$ cat src/mjc_consts.vh
`ifndef MJC_CONSTS_VH
`define MJC_CONSTS_VH

// grade codes for resistance and voltage
`define MJC_G_NONE 2'h0
`define MJC_G_HI 2'h1
`define MJC_G_IN 2'h2
`define MJC_G_LO 2'h3

// grade codes for route resistance
`define MJC_R_NONE 2'h0
`define MJC_R_PASS 2'h1
`define MJC_R_WARN 2'h2
`define MJC_R_FAIL 2'h3

// reading status codes
`define MJC_ST_VALID 2'h0
`define MJC_ST_POVER 2'h1
`define MJC_ST_NOVER 2'h2
`define MJC_ST_INVALID 2'h3

// limit pair selectors
`define MJC_SEL_RES 2'h0
`define MJC_SEL_VOLT 2'h1
`define MJC_SEL_ROUTE 2'h2

// limit store word addresses
`define MJC_A_RES_HI 3'h0
`define MJC_A_RES_LO 3'h1
`define MJC_A_VOLT_HI 3'h2
`define MJC_A_VOLT_LO 3'h3
`define MJC_A_ROUTE_FAIL 3'h4
`define MJC_A_ROUTE_WARN 3'h5
`define MJC_LIM_WORDS 6
`define MJC_LAST_ADDR 3'h5

// route thresholds in units of 0.1 ohm
`define MJC_ROUTE_MIN (-100)
`define MJC_ROUTE_MAX 500
`define MJC_ROUTE_CAP 100

`endif

$ cat src/mjc_judge.v
// Contract
// [RULE1] above upper limit grades high
// [RULE2] between limits inclusive grades inside
// [RULE3] below lower limit grades low
// [RULE4] resistance, voltage, route graded independently
// [RULE5] magnitude mode compares voltage absolute value
// [RULE6] over-range high/low, invalid gives no grade
// [RULE7] comparator off gives no grades (route grades are still given with route check on)
// [RULE8] route above fail threshold grades fail
// [RULE9] route between thresholds grades warning
// [RULE10] route below warning grades pass
// [RULE11] no route grade if abnormal or off
// [RULE12] route thresholds -10..50 ohm, lowest range capped
// [RULE13] all grades and verdicts drive outputs
// [RULE14] verdict one only with comparator on
// [RULE15] verdict one passes only on inside grades
// [RULE16] verdict two needs comparator and route on
// [RULE17] verdict two needs verdict one and route ok; the code skips the route condition when resistance function is off
// [RULE18] each of four terminals graded separately
// [RULE19] route fail flags error, suppresses readings; the code flags it only with resistance function on
// [RULE20] reject limits with upper below lower
// [RULE21] results computed per measurement, held stable
`timescale 1ns/1ps
`include "mjc_consts.vh"
module mjc_judge #(
	parameter VALUE_W = 32,
	parameter ROUTE_W = 16,
	parameter TERMS = 4
) (
	input wire core_clk_i,
	input wire rst_i,
	input wire meas_done_i,
	input wire [VALUE_W-1:0] res_value_i,
	input wire [1:0] res_status_i,
	input wire [VALUE_W-1:0] volt_value_i,
	input wire [1:0] volt_status_i,
	input wire [TERMS*ROUTE_W-1:0] route_value_i,
	input wire [TERMS*2-1:0] route_status_i,
	input wire res_func_i,
	input wire volt_func_i,
	input wire lowest_range_i,
	input wire comparator_enable_i,
	input wire route_check_enable_i,
	input wire magnitude_compare_enable_i,
	input wire limit_wr_i,
	input wire [1:0] limit_sel_i,
	input wire [VALUE_W-1:0] limit_upper_i,
	input wire [VALUE_W-1:0] limit_lower_i,
	output reg busy_o,
	output reg limit_ack_o,
	output reg limit_reject_o,
	output reg result_done_o,
	output reg [1:0] res_grade_o,
	output reg [1:0] volt_grade_o,
	output reg [1:0] route_grade_o,
	output reg [TERMS*2-1:0] route_term_grade_o,
	output reg meas_error_o,
	output reg verdict1_valid_o,
	output reg verdict1_pass_o,
	output reg verdict2_valid_o,
	output reg verdict2_pass_o
);
	// =====================================================
	// states
	localparam [2:0] S_INIT = 3'h0;
	localparam [2:0] S_IDLE = 3'h1;
	localparam [2:0] S_READ = 3'h2;
	localparam [2:0] S_EVAL = 3'h3;
	localparam [2:0] S_WR_HI = 3'h4;
	localparam [2:0] S_WR_LO = 3'h5;

	localparam signed [VALUE_W:0] RT_MIN = `MJC_ROUTE_MIN;
	localparam signed [VALUE_W:0] RT_MAX = `MJC_ROUTE_MAX;
	localparam signed [VALUE_W:0] RT_CAP = `MJC_ROUTE_CAP;

	// =====================================================
	// grading functions
	function [1:0] grade_lim;
		input signed [VALUE_W:0] v;
		input signed [VALUE_W:0] hi;
		input signed [VALUE_W:0] lo;
		begin
			if (v > hi)
				grade_lim = `MJC_G_HI; // RULE1
			else if (v < lo)
				grade_lim = `MJC_G_LO; // RULE3
			else
				grade_lim = `MJC_G_IN; // RULE2
		end
	endfunction

	function [1:0] grade_reading;
		input [1:0] st;
		input signed [VALUE_W:0] v;
		input signed [VALUE_W:0] hi;
		input signed [VALUE_W:0] lo;
		begin
			if (st == `MJC_ST_POVER)
				grade_reading = `MJC_G_HI; // RULE6
			else if (st == `MJC_ST_NOVER)
				grade_reading = `MJC_G_LO; // RULE6
			else if (st == `MJC_ST_VALID)
				grade_reading = grade_lim(v, hi, lo);
			else
				grade_reading = `MJC_G_NONE; // RULE6
		end
	endfunction

	function signed [VALUE_W:0] sext;
		input [VALUE_W-1:0] x;
		begin
			sext = {x[VALUE_W-1], x};
		end
	endfunction

	// =====================================================
	// state and snapshot
	reg [2:0] state_q;
	reg [2:0] cnt_q;
	reg signed [VALUE_W-1:0] lim_q [0:`MJC_LIM_WORDS-1];
	reg [VALUE_W-1:0] res_v_q;
	reg [1:0] res_st_q;
	reg [VALUE_W-1:0] volt_v_q;
	reg [1:0] volt_st_q;
	reg [TERMS*ROUTE_W-1:0] route_v_q;
	reg [TERMS*2-1:0] route_st_q;
	reg [5:0] mode_q;
	reg [1:0] wsel_q;
	reg [VALUE_W-1:0] wup_q;
	reg [VALUE_W-1:0] wlo_q;

	wire c_res = mode_q[0];
	wire c_volt = mode_q[1];
	wire c_low = mode_q[2];
	wire c_comp = mode_q[3];
	wire c_route = mode_q[4];
	wire c_mag = mode_q[5];

	// =====================================================
	// limit store
	reg mem_we;
	reg [2:0] mem_waddr;
	reg [VALUE_W-1:0] mem_wdata;
	wire [VALUE_W-1:0] mem_rdata;

	always @*
	begin
		mem_we = 1'b0;
		mem_waddr = cnt_q;
		mem_wdata = {VALUE_W{1'b0}};
		if (state_q == S_INIT)
			mem_we = 1'b1;
		else if (state_q == S_WR_HI)
		begin
			mem_we = 1'b1;
			mem_waddr = {wsel_q, 1'b0};
			mem_wdata = wup_q;
		end
		else if (state_q == S_WR_LO)
		begin
			mem_we = 1'b1;
			mem_waddr = {wsel_q, 1'b1};
			mem_wdata = wlo_q;
		end
	end

	mjc_lim_mem #(
		.DATA_W(VALUE_W),
		.DEPTH(`MJC_LIM_WORDS),
		.ADDR_W(3)
	) u_mem (
		.core_clk_i(core_clk_i),
		.rst_i(rst_i),
		.wr_en_i(mem_we),
		.wr_addr_i(mem_waddr),
		.wr_data_i(mem_wdata),
		.rd_addr_i(cnt_q),
		.rd_data_o(mem_rdata)
	);

	// =====================================================
	// limit update check
	reg wr_bad;
	always @*
	begin
		wr_bad = 1'b0;
		if (sext(limit_upper_i) < sext(limit_lower_i))
			wr_bad = 1'b1; // RULE20
		if (limit_sel_i == `MJC_SEL_ROUTE)
		begin
			if (sext(limit_upper_i) > RT_MAX || sext(limit_lower_i) < RT_MIN)
				wr_bad = 1'b1; // RULE12
		end
		else if (limit_sel_i != `MJC_SEL_RES && limit_sel_i != `MJC_SEL_VOLT)
			wr_bad = 1'b1;
	end

	// =====================================================
	// evaluation from snapshot and fetched limits
	reg [1:0] g_res;
	reg [1:0] g_volt;
	reg [1:0] g_route;
	reg [TERMS*2-1:0] g_term;
	reg g_err;
	reg v1_val;
	reg v1_pass;
	reg v2_val;
	reg v2_pass;
	reg signed [VALUE_W:0] vv;
	reg signed [VALUE_W:0] rv;
	reg [1:0] tg;
	reg any_none;
	integer t;

	always @*
	begin
		vv = sext(volt_v_q);
		rv = {(VALUE_W+1){1'b0}};
		tg = `MJC_R_NONE;
		any_none = 1'b0;
		g_route = `MJC_R_NONE;
		g_term = {(TERMS*2){1'b0}};
		if (c_mag && vv < 0)
			vv = -vv; // RULE5
		g_res = grade_reading(res_st_q, sext(res_v_q), lim_q[`MJC_A_RES_HI],
			lim_q[`MJC_A_RES_LO]); // RULE4
		g_volt = grade_reading(volt_st_q, vv, lim_q[`MJC_A_VOLT_HI],
			lim_q[`MJC_A_VOLT_LO]); // RULE4
		for (t = 0; t < TERMS; t = t + 1)
		begin
			rv = {{(VALUE_W+1-ROUTE_W){route_v_q[t*ROUTE_W+ROUTE_W-1]}},
				route_v_q[t*ROUTE_W +: ROUTE_W]};
			if (c_low && rv > RT_CAP)
				rv = RT_CAP; // RULE12
			if (!c_route || route_st_q[t*2 +: 2] != `MJC_ST_VALID)
				tg = `MJC_R_NONE; // RULE11
			else if (rv > sext(lim_q[`MJC_A_ROUTE_FAIL]))
				tg = `MJC_R_FAIL; // RULE8
			else if (rv >= sext(lim_q[`MJC_A_ROUTE_WARN]))
				tg = `MJC_R_WARN; // RULE9
			else
				tg = `MJC_R_PASS; // RULE10
			g_term[t*2 +: 2] = tg; // RULE18
			if (tg == `MJC_R_NONE)
				any_none = 1'b1;
			else if (tg > g_route)
				g_route = tg;
		end
		// worst terminal wins; a missing terminal makes the whole route missing
		if (any_none)
			g_route = `MJC_R_NONE;
		g_err = (g_route == `MJC_R_FAIL) && c_res; // RULE19
		if (!c_comp || g_err || !c_res)
			g_res = `MJC_G_NONE; // RULE7
		if (!c_comp || g_err || !c_volt)
			g_volt = `MJC_G_NONE; // RULE7
		v1_val = c_comp; // RULE14
		v1_pass = c_comp && (!c_res || g_res == `MJC_G_IN)
			&& (!c_volt || g_volt == `MJC_G_IN)
			&& (c_res || c_volt); // RULE15
		// voltage-only operation has no route path, verdict two follows verdict one
		v2_val = c_comp && c_route; // RULE16
		v2_pass = v2_val && v1_pass && (!c_res
			|| g_route == `MJC_R_PASS || g_route == `MJC_R_WARN); // RULE17
	end

	// =====================================================
	// control
	integer i;
	always @(posedge core_clk_i or posedge rst_i)
	begin
		if (rst_i)
		begin
			state_q <= S_INIT;
			cnt_q <= 3'h0;
			for (i = 0; i < `MJC_LIM_WORDS; i = i + 1)
				lim_q[i] <= {VALUE_W{1'b0}};
			res_v_q <= {VALUE_W{1'b0}};
			res_st_q <= `MJC_ST_INVALID;
			volt_v_q <= {VALUE_W{1'b0}};
			volt_st_q <= `MJC_ST_INVALID;
			route_v_q <= {(TERMS*ROUTE_W){1'b0}};
			route_st_q <= {(TERMS*2){1'b1}};
			mode_q <= 6'h00;
			wsel_q <= 2'h0;
			wup_q <= {VALUE_W{1'b0}};
			wlo_q <= {VALUE_W{1'b0}};
			busy_o <= 1'b1;
			limit_ack_o <= 1'b0;
			limit_reject_o <= 1'b0;
			result_done_o <= 1'b0;
			res_grade_o <= `MJC_G_NONE;
			volt_grade_o <= `MJC_G_NONE;
			route_grade_o <= `MJC_R_NONE;
			route_term_grade_o <= {(TERMS*2){1'b0}};
			meas_error_o <= 1'b0;
			verdict1_valid_o <= 1'b0;
			verdict1_pass_o <= 1'b0;
			verdict2_valid_o <= 1'b0;
			verdict2_pass_o <= 1'b0;
		end
		else
		begin
			limit_ack_o <= 1'b0;
			limit_reject_o <= 1'b0;
			result_done_o <= 1'b0;
			case (state_q)
			S_INIT:
			begin
				// clear every limit word so nothing undefined is ever compared
				cnt_q <= cnt_q + 3'h1;
				if (cnt_q == `MJC_LAST_ADDR)
				begin
					cnt_q <= 3'h0;
					state_q <= S_IDLE;
					busy_o <= 1'b0;
				end
			end
			S_IDLE:
			begin
				// a measurement outranks a limit update in the same cycle
				if (meas_done_i)
				begin
					res_v_q <= res_value_i;
					res_st_q <= res_status_i;
					volt_v_q <= volt_value_i;
					volt_st_q <= volt_status_i;
					route_v_q <= route_value_i;
					route_st_q <= route_status_i;
					mode_q <= {magnitude_compare_enable_i, route_check_enable_i,
						comparator_enable_i, lowest_range_i, volt_func_i, res_func_i};
					cnt_q <= 3'h0;
					state_q <= S_READ;
					busy_o <= 1'b1;
				end
				else if (limit_wr_i)
				begin
					if (wr_bad)
						limit_reject_o <= 1'b1; // RULE20
					else
					begin
						wsel_q <= limit_sel_i;
						wup_q <= limit_upper_i;
						wlo_q <= limit_lower_i;
						state_q <= S_WR_HI;
						busy_o <= 1'b1;
					end
				end
			end
			S_READ:
			begin
				cnt_q <= cnt_q + 3'h1;
				if (cnt_q != 3'h0)
					lim_q[cnt_q - 3'h1] <= mem_rdata;
				if (cnt_q == `MJC_LAST_ADDR + 3'h1)
					state_q <= S_EVAL;
			end
			S_EVAL:
			begin
				res_grade_o <= g_res; // RULE13
				volt_grade_o <= g_volt; // RULE13
				route_grade_o <= g_route; // RULE13
				route_term_grade_o <= g_term; // RULE18
				meas_error_o <= g_err; // RULE19
				verdict1_valid_o <= v1_val; // RULE13
				verdict1_pass_o <= v1_pass; // RULE13
				verdict2_valid_o <= v2_val; // RULE13
				verdict2_pass_o <= v2_pass; // RULE13
				result_done_o <= 1'b1; // RULE21
				cnt_q <= 3'h0;
				state_q <= S_IDLE;
				busy_o <= 1'b0;
			end
			S_WR_HI:
				state_q <= S_WR_LO;
			S_WR_LO:
			begin
				limit_ack_o <= 1'b1;
				cnt_q <= 3'h0;
				state_q <= S_IDLE;
				busy_o <= 1'b0;
			end
			default:
			begin
				state_q <= S_IDLE;
				busy_o <= 1'b0;
			end
			endcase
		end
	end
endmodule

$ cat src/mjc_lim_mem.v
`timescale 1ns/1ps
// =====================================================
// limit store, registered read
module mjc_lim_mem #(
	parameter DATA_W = 32,
	parameter DEPTH = 6,
	parameter ADDR_W = 3
) (
	input wire core_clk_i,
	input wire rst_i,
	input wire wr_en_i,
	input wire [ADDR_W-1:0] wr_addr_i,
	input wire [DATA_W-1:0] wr_data_i,
	input wire [ADDR_W-1:0] rd_addr_i,
	output reg [DATA_W-1:0] rd_data_o
);
	reg [DATA_W-1:0] mem [0:DEPTH-1];

	always @(posedge core_clk_i)
	begin
		if (wr_en_i)
			mem[wr_addr_i] <= wr_data_i;
	end

	// no reset on the array; the owner clears it after reset
	always @(posedge core_clk_i or posedge rst_i)
	begin
		if (rst_i)
			rd_data_o <= {DATA_W{1'b0}};
		else
			rd_data_o <= mem[rd_addr_i];
	end
endmodule

$ cat config.mk
export PLATFORM = sky130hd
export DESIGN_NAME = mjc_judge
export DESIGN_NICKNAME = d
export VERILOG_FILES = /design/src/mjc_judge.v /design/src/mjc_lim_mem.v
export VERILOG_INCLUDE_DIRS = /design/src
export SDC_FILE = /design/constraint.sdc
export NUM_CORES = 2
export LEC_CHECK = 0
export BUFFER_PORTS_ARGS = -buffer_cell sky130_fd_sc_hd__buf_4
export CAP_MARGIN = 10
export CELL_PAD_IN_SITES_DETAIL_PLACEMENT = 0
export CELL_PAD_IN_SITES_GLOBAL_PLACEMENT = 1
export CORE_ASPECT_RATIO = 0.5
export CORE_UTILIZATION = 51
export CTS_BUF_LIST = sky130_fd_sc_hd__clkbuf_4
export DETAILED_ROUTE_END_ITERATION = 7
export PLACE_DENSITY = 0.94
export SLEW_MARGIN = 20
export SYNTH_ARGS = -nofsm -noshare
export SYNTH_HDL_FRONTEND = slang
export SYNTH_HIERARCHICAL = 1
export SYNTH_SLANG_ARGS = --single-unit
export TNS_END_PERCENT = 5
$ cat constraint.sdc
create_clock -name core_clk_i -period 17.8 [get_ports core_clk_i]
set_input_delay 1.78 -clock core_clk_i [delete_from_list [all_inputs] [get_ports core_clk_i]]
set_output_delay 1.78 -clock core_clk_i [all_outputs]
set_load 0.1 [all_outputs]
==> summary.md <==
| Metric | Value |
|---|---|
| Syn-to-layout area delta | 13.4% |
| Vias | 25902 |
| Crit path max fanout | 8 |
| Power Dens Cells | roughly 180 mW/mm2 |
| CTS resizes | 0 |
| Routed WL | around 94 mm |
| Initial DRC Count | 1965 |
| Syn Nets | 3723 |
| R2R Path Start | route_v_q[12] |
| Worst skew pair latency | 1020 ps |
| Synth cell types | 87 |
| Total global-route track usage | 26.4% |
| First-pass iteration count of the detailed router | 5 |
| Worst VDD drop | 0.110 mV |
| CTS tree | done |
| # DRC | 0 |
| Die Y | 190 um |
| Status | finished, final reports clean |
| Worst slew pin tran | 984 ps |
| Via/cell ratio | 5.75 |
| Core area | 0.0695 mm2 |
| Synth Register Bits | 657 |
| Number of global-route vias before repair | approximately 26000 |
| Initial antenna violation count | 3 |
| Number of I/O port buffers | 238 |
| Pin count of the biggest net entering global routing | 101 |
| Worst slew margin | 34.4% |
| Max Slew Vio Count | 0 |
| Global-route wire length before repair | 146 mm |
| Post-synthesis instance total | 3113 |
| Yosys warning total | 6 |
| Min Tclk post-route | 7190 ps |
| Post-Route Setup TNS | 0 ps |
| Final nets | 4049 |
| RSZ-0062 raised after global routing | no |
| Crit-path max cell delay | between 500 and 600 ps |
| Postcts setup bufs | 0 |
| Max_cap viols | 0 |
| Placer Congestion | 0.927 |
| Fin crit share | 40.4% |
| Layout cells sized above 1 | 26.4% |
| Startpoint types | flip-flop |
| Worst Path Arrival | ~8000 ps |
| Clk pin slew, worst setup/hold paths | 70 ps |
| Synth Cell Area | about 0.036 mm2 |
| Number of top-level pins | about 240 |
| Async SR Flop Fraction | between 70% and 80% |
| WL/cell | 20.8 um |
| Post-DP HPWL | 68.1 mm |
| Hold WC Path Type | reg -> reg |
| Die area | a little over 0.07 mm2 |
| Worst Min Path Start | route_term_grade_o[5] |
| Fmax | 139 MHz |
| Root buf cell | clkbuf_4 |
| Worst path required time | 18700 ps |
| Initial Util | 52.0% |
| Static Leak | roughly 18 nW |
| Tot Pwr | around 0.0075 W |
| H-tree Lvls | 4 |
| Longest Clk Path Bufs | 3 |
| Post-synth EDFFs | between 150 and 200 |
| Clock Skew | between 70 and 80 ps |
| Top FF cell, synth | dfrtp_1 |
| Chip Width | 379 um |
| Slowest-stage cell, CP | o21bai_1 |
| Critical path class | reg -> reg |
| Sequential share of the synthesized area | 48.2% |
| Cts bufs inserted | 150 |
| Final setup viols | 0 |
| Grt ovf | 0 |
| Number of nets with antenna violations after routing | 0 |
| Post-Syn Area per Cell | around 12 um2 |
| Critical Path Start | route_v_q[12] |
| Worst hold slack | 487 ps |
| Worst Setup End Kind | flip-flop |
| Fillers | 5593 |
| Fin. Hold Viols | 0 |
| # rows | 68 |
| Clock Sink Count | 657 |
| # hold bufs at CTS | 0 |
## cell type report
class                           count  area (um2)  area share (%)
Antenna cell                        5        12.5          0.0305
Timing Repair Buffer              268        2020            4.92
Clock inverter                     41         275           0.672
Multi-Input combinational cell   2104       17400            42.4
Tap cell                          945        1180            2.88
Sequential cell                   657       17400            42.5
Clock buffer                      229        1720            4.19
Inverter                          258         976            2.38
## power breakdown
group          internal, W  leakage (nW)  switching (W)  total (W)
combinational      0.00158          9.07        0.00206    0.00364
sequential         0.00214          7.73       0.000477    0.00261
clock             0.000624          1.18       0.000639    0.00126
total              0.00434          18.0        0.00318    0.00752
## synthesized netlist by cell type, types with 5 or more instances
master       n  area, um2
xor2_1      17        149
ha_1       394       4930
o41ai_1      5       43.8
nor2_1     127        477
buf_6        7       78.8
clkbuf_1    57        214
o31ai_1     11       82.6
dfstp_2     13        342
a21o_1      51        383
and2_1      47        294
or4_1        7       52.6
o21a_1      18        135
nand2b_1    36        225
nor4_1      27        169
o311ai_0     5       43.8
and3_1      13       81.3
buf_2        9       45.0
nand4_1     75        469
nand2_1    219        822
xnor2_1     13        114
buf_1       16       60.1
mux2_2     332       3740
o211ai_1    17        128
o21ai_0    199        996
edfxtp_1   192       5770
a21boi_0     6       45.0
a2111oi_0    9       78.8
a31oi_1     10       62.6
a21oi_1    125        626
nor2b_1     24        150
inv_1      258        968
and4_1       9       78.8
mux2_1      35        394
o21ai_1      7       35.0
buf_4        5       37.5
nand3_1     37        185
nor3_1      45        225
mux4_2      32        721
a211oi_1    33        248
dfrtp_1    452      11300
o31a_1       5       43.8
mux2i_1     33        330
## state kept, by name, summed over array words and instances (netlist names), 3 cells and up
name,cells
grade_reading.lo,32
mode_q,6
state_q,3
volt_v_q,32
cnt_q,3
wup_q,32
res_v_q,32
grade_reading.hi,32
u_mem/mem,192
route_st_q,8
route_v_q,64
lim_q,128
u_mem/rd_data_o,32
wlo_q,32
route_term_grade_o,8
## worst max-delay path: cells and delay by family (launching register included)
family                   cells  cell delay (ps)
buffers and inverters        1              120
flip-flops                   1              410
AO/OA/AOI/OAI                8             2390
AND/OR/NAND/NOR             18             3160
adder cells (fa/ha/maj)      4             1030
## path summary, 6_finish.rpt
path | depth (start not counted) | slack [ps] | to
worst max-delay path | 31 | 10610 | verdict2_pass_o
worst min-delay path | 2 | 490 | route_term_grade_o[5]
worst max register to register | 31 | 10610 | verdict2_pass_o
worst min register to register | 2 | 490 | route_term_grade_o[5]
max in group asynchronous | 5 | 14140 | route_v_q[16]
min in group asynchronous | 2 | 880 | res_v_q[22]
## kinds of logic (layout without fill, tap and decap cells)
family | after synthesis | in the layout | share of synthesized area [%]
other cells | 0 | 5 | 0
xor+xnor | 30 | 30 | 0.727
compound gates | 555 | 555 | 9.64
buf+inv | 352 | 796 | 3.88
flops | 657 | 657 | 48.2
fa+ha+maj | 394 | 394 | 13.6
mux | 434 | 434 | 14.4
simple gates | 691 | 691 | 9.52
## metal layers
metal,track usage [%],vias up,part of all wire [%]
li1,-,12110,-
met1,35.9,12804,44
met2,42.6,806,47
met3,4.88,182,6.2
met4,9.41,0,2.8
met5,0,-,0
## metrics by stage
step / setup WS [ps] / instance area, um2 / instances / utilization, %
final: 10610 / 41000 / 4507 / 59.0
after global routing: 10220 / 41000 / 4503 / 59.0
after detailed placement: 10810 / 39000 / 4232 / 56.1
after global placement: 11010 / 39000 / 4232 / 56.1
after floorplan: 3980 / 36200 / 3113 / -
after CTS: 10750 / 41000 / 4502 / 58.9
## cell usage in the layout (no fill, tap or decap), types with 47 or more instances in the layout
cell type and count:
buf_4 267, nor2_1 122, inv_1 256, edfxtp_1 192
o21ai_0 199, a21oi_1 125, and2_1 47, mux2_2 332
a21o_1 51, clkbuf_4 229, nand2_1 219, dfrtp_1 449
ha_1 394, nand4_1 75
Power figures use the tool's default switching activity.
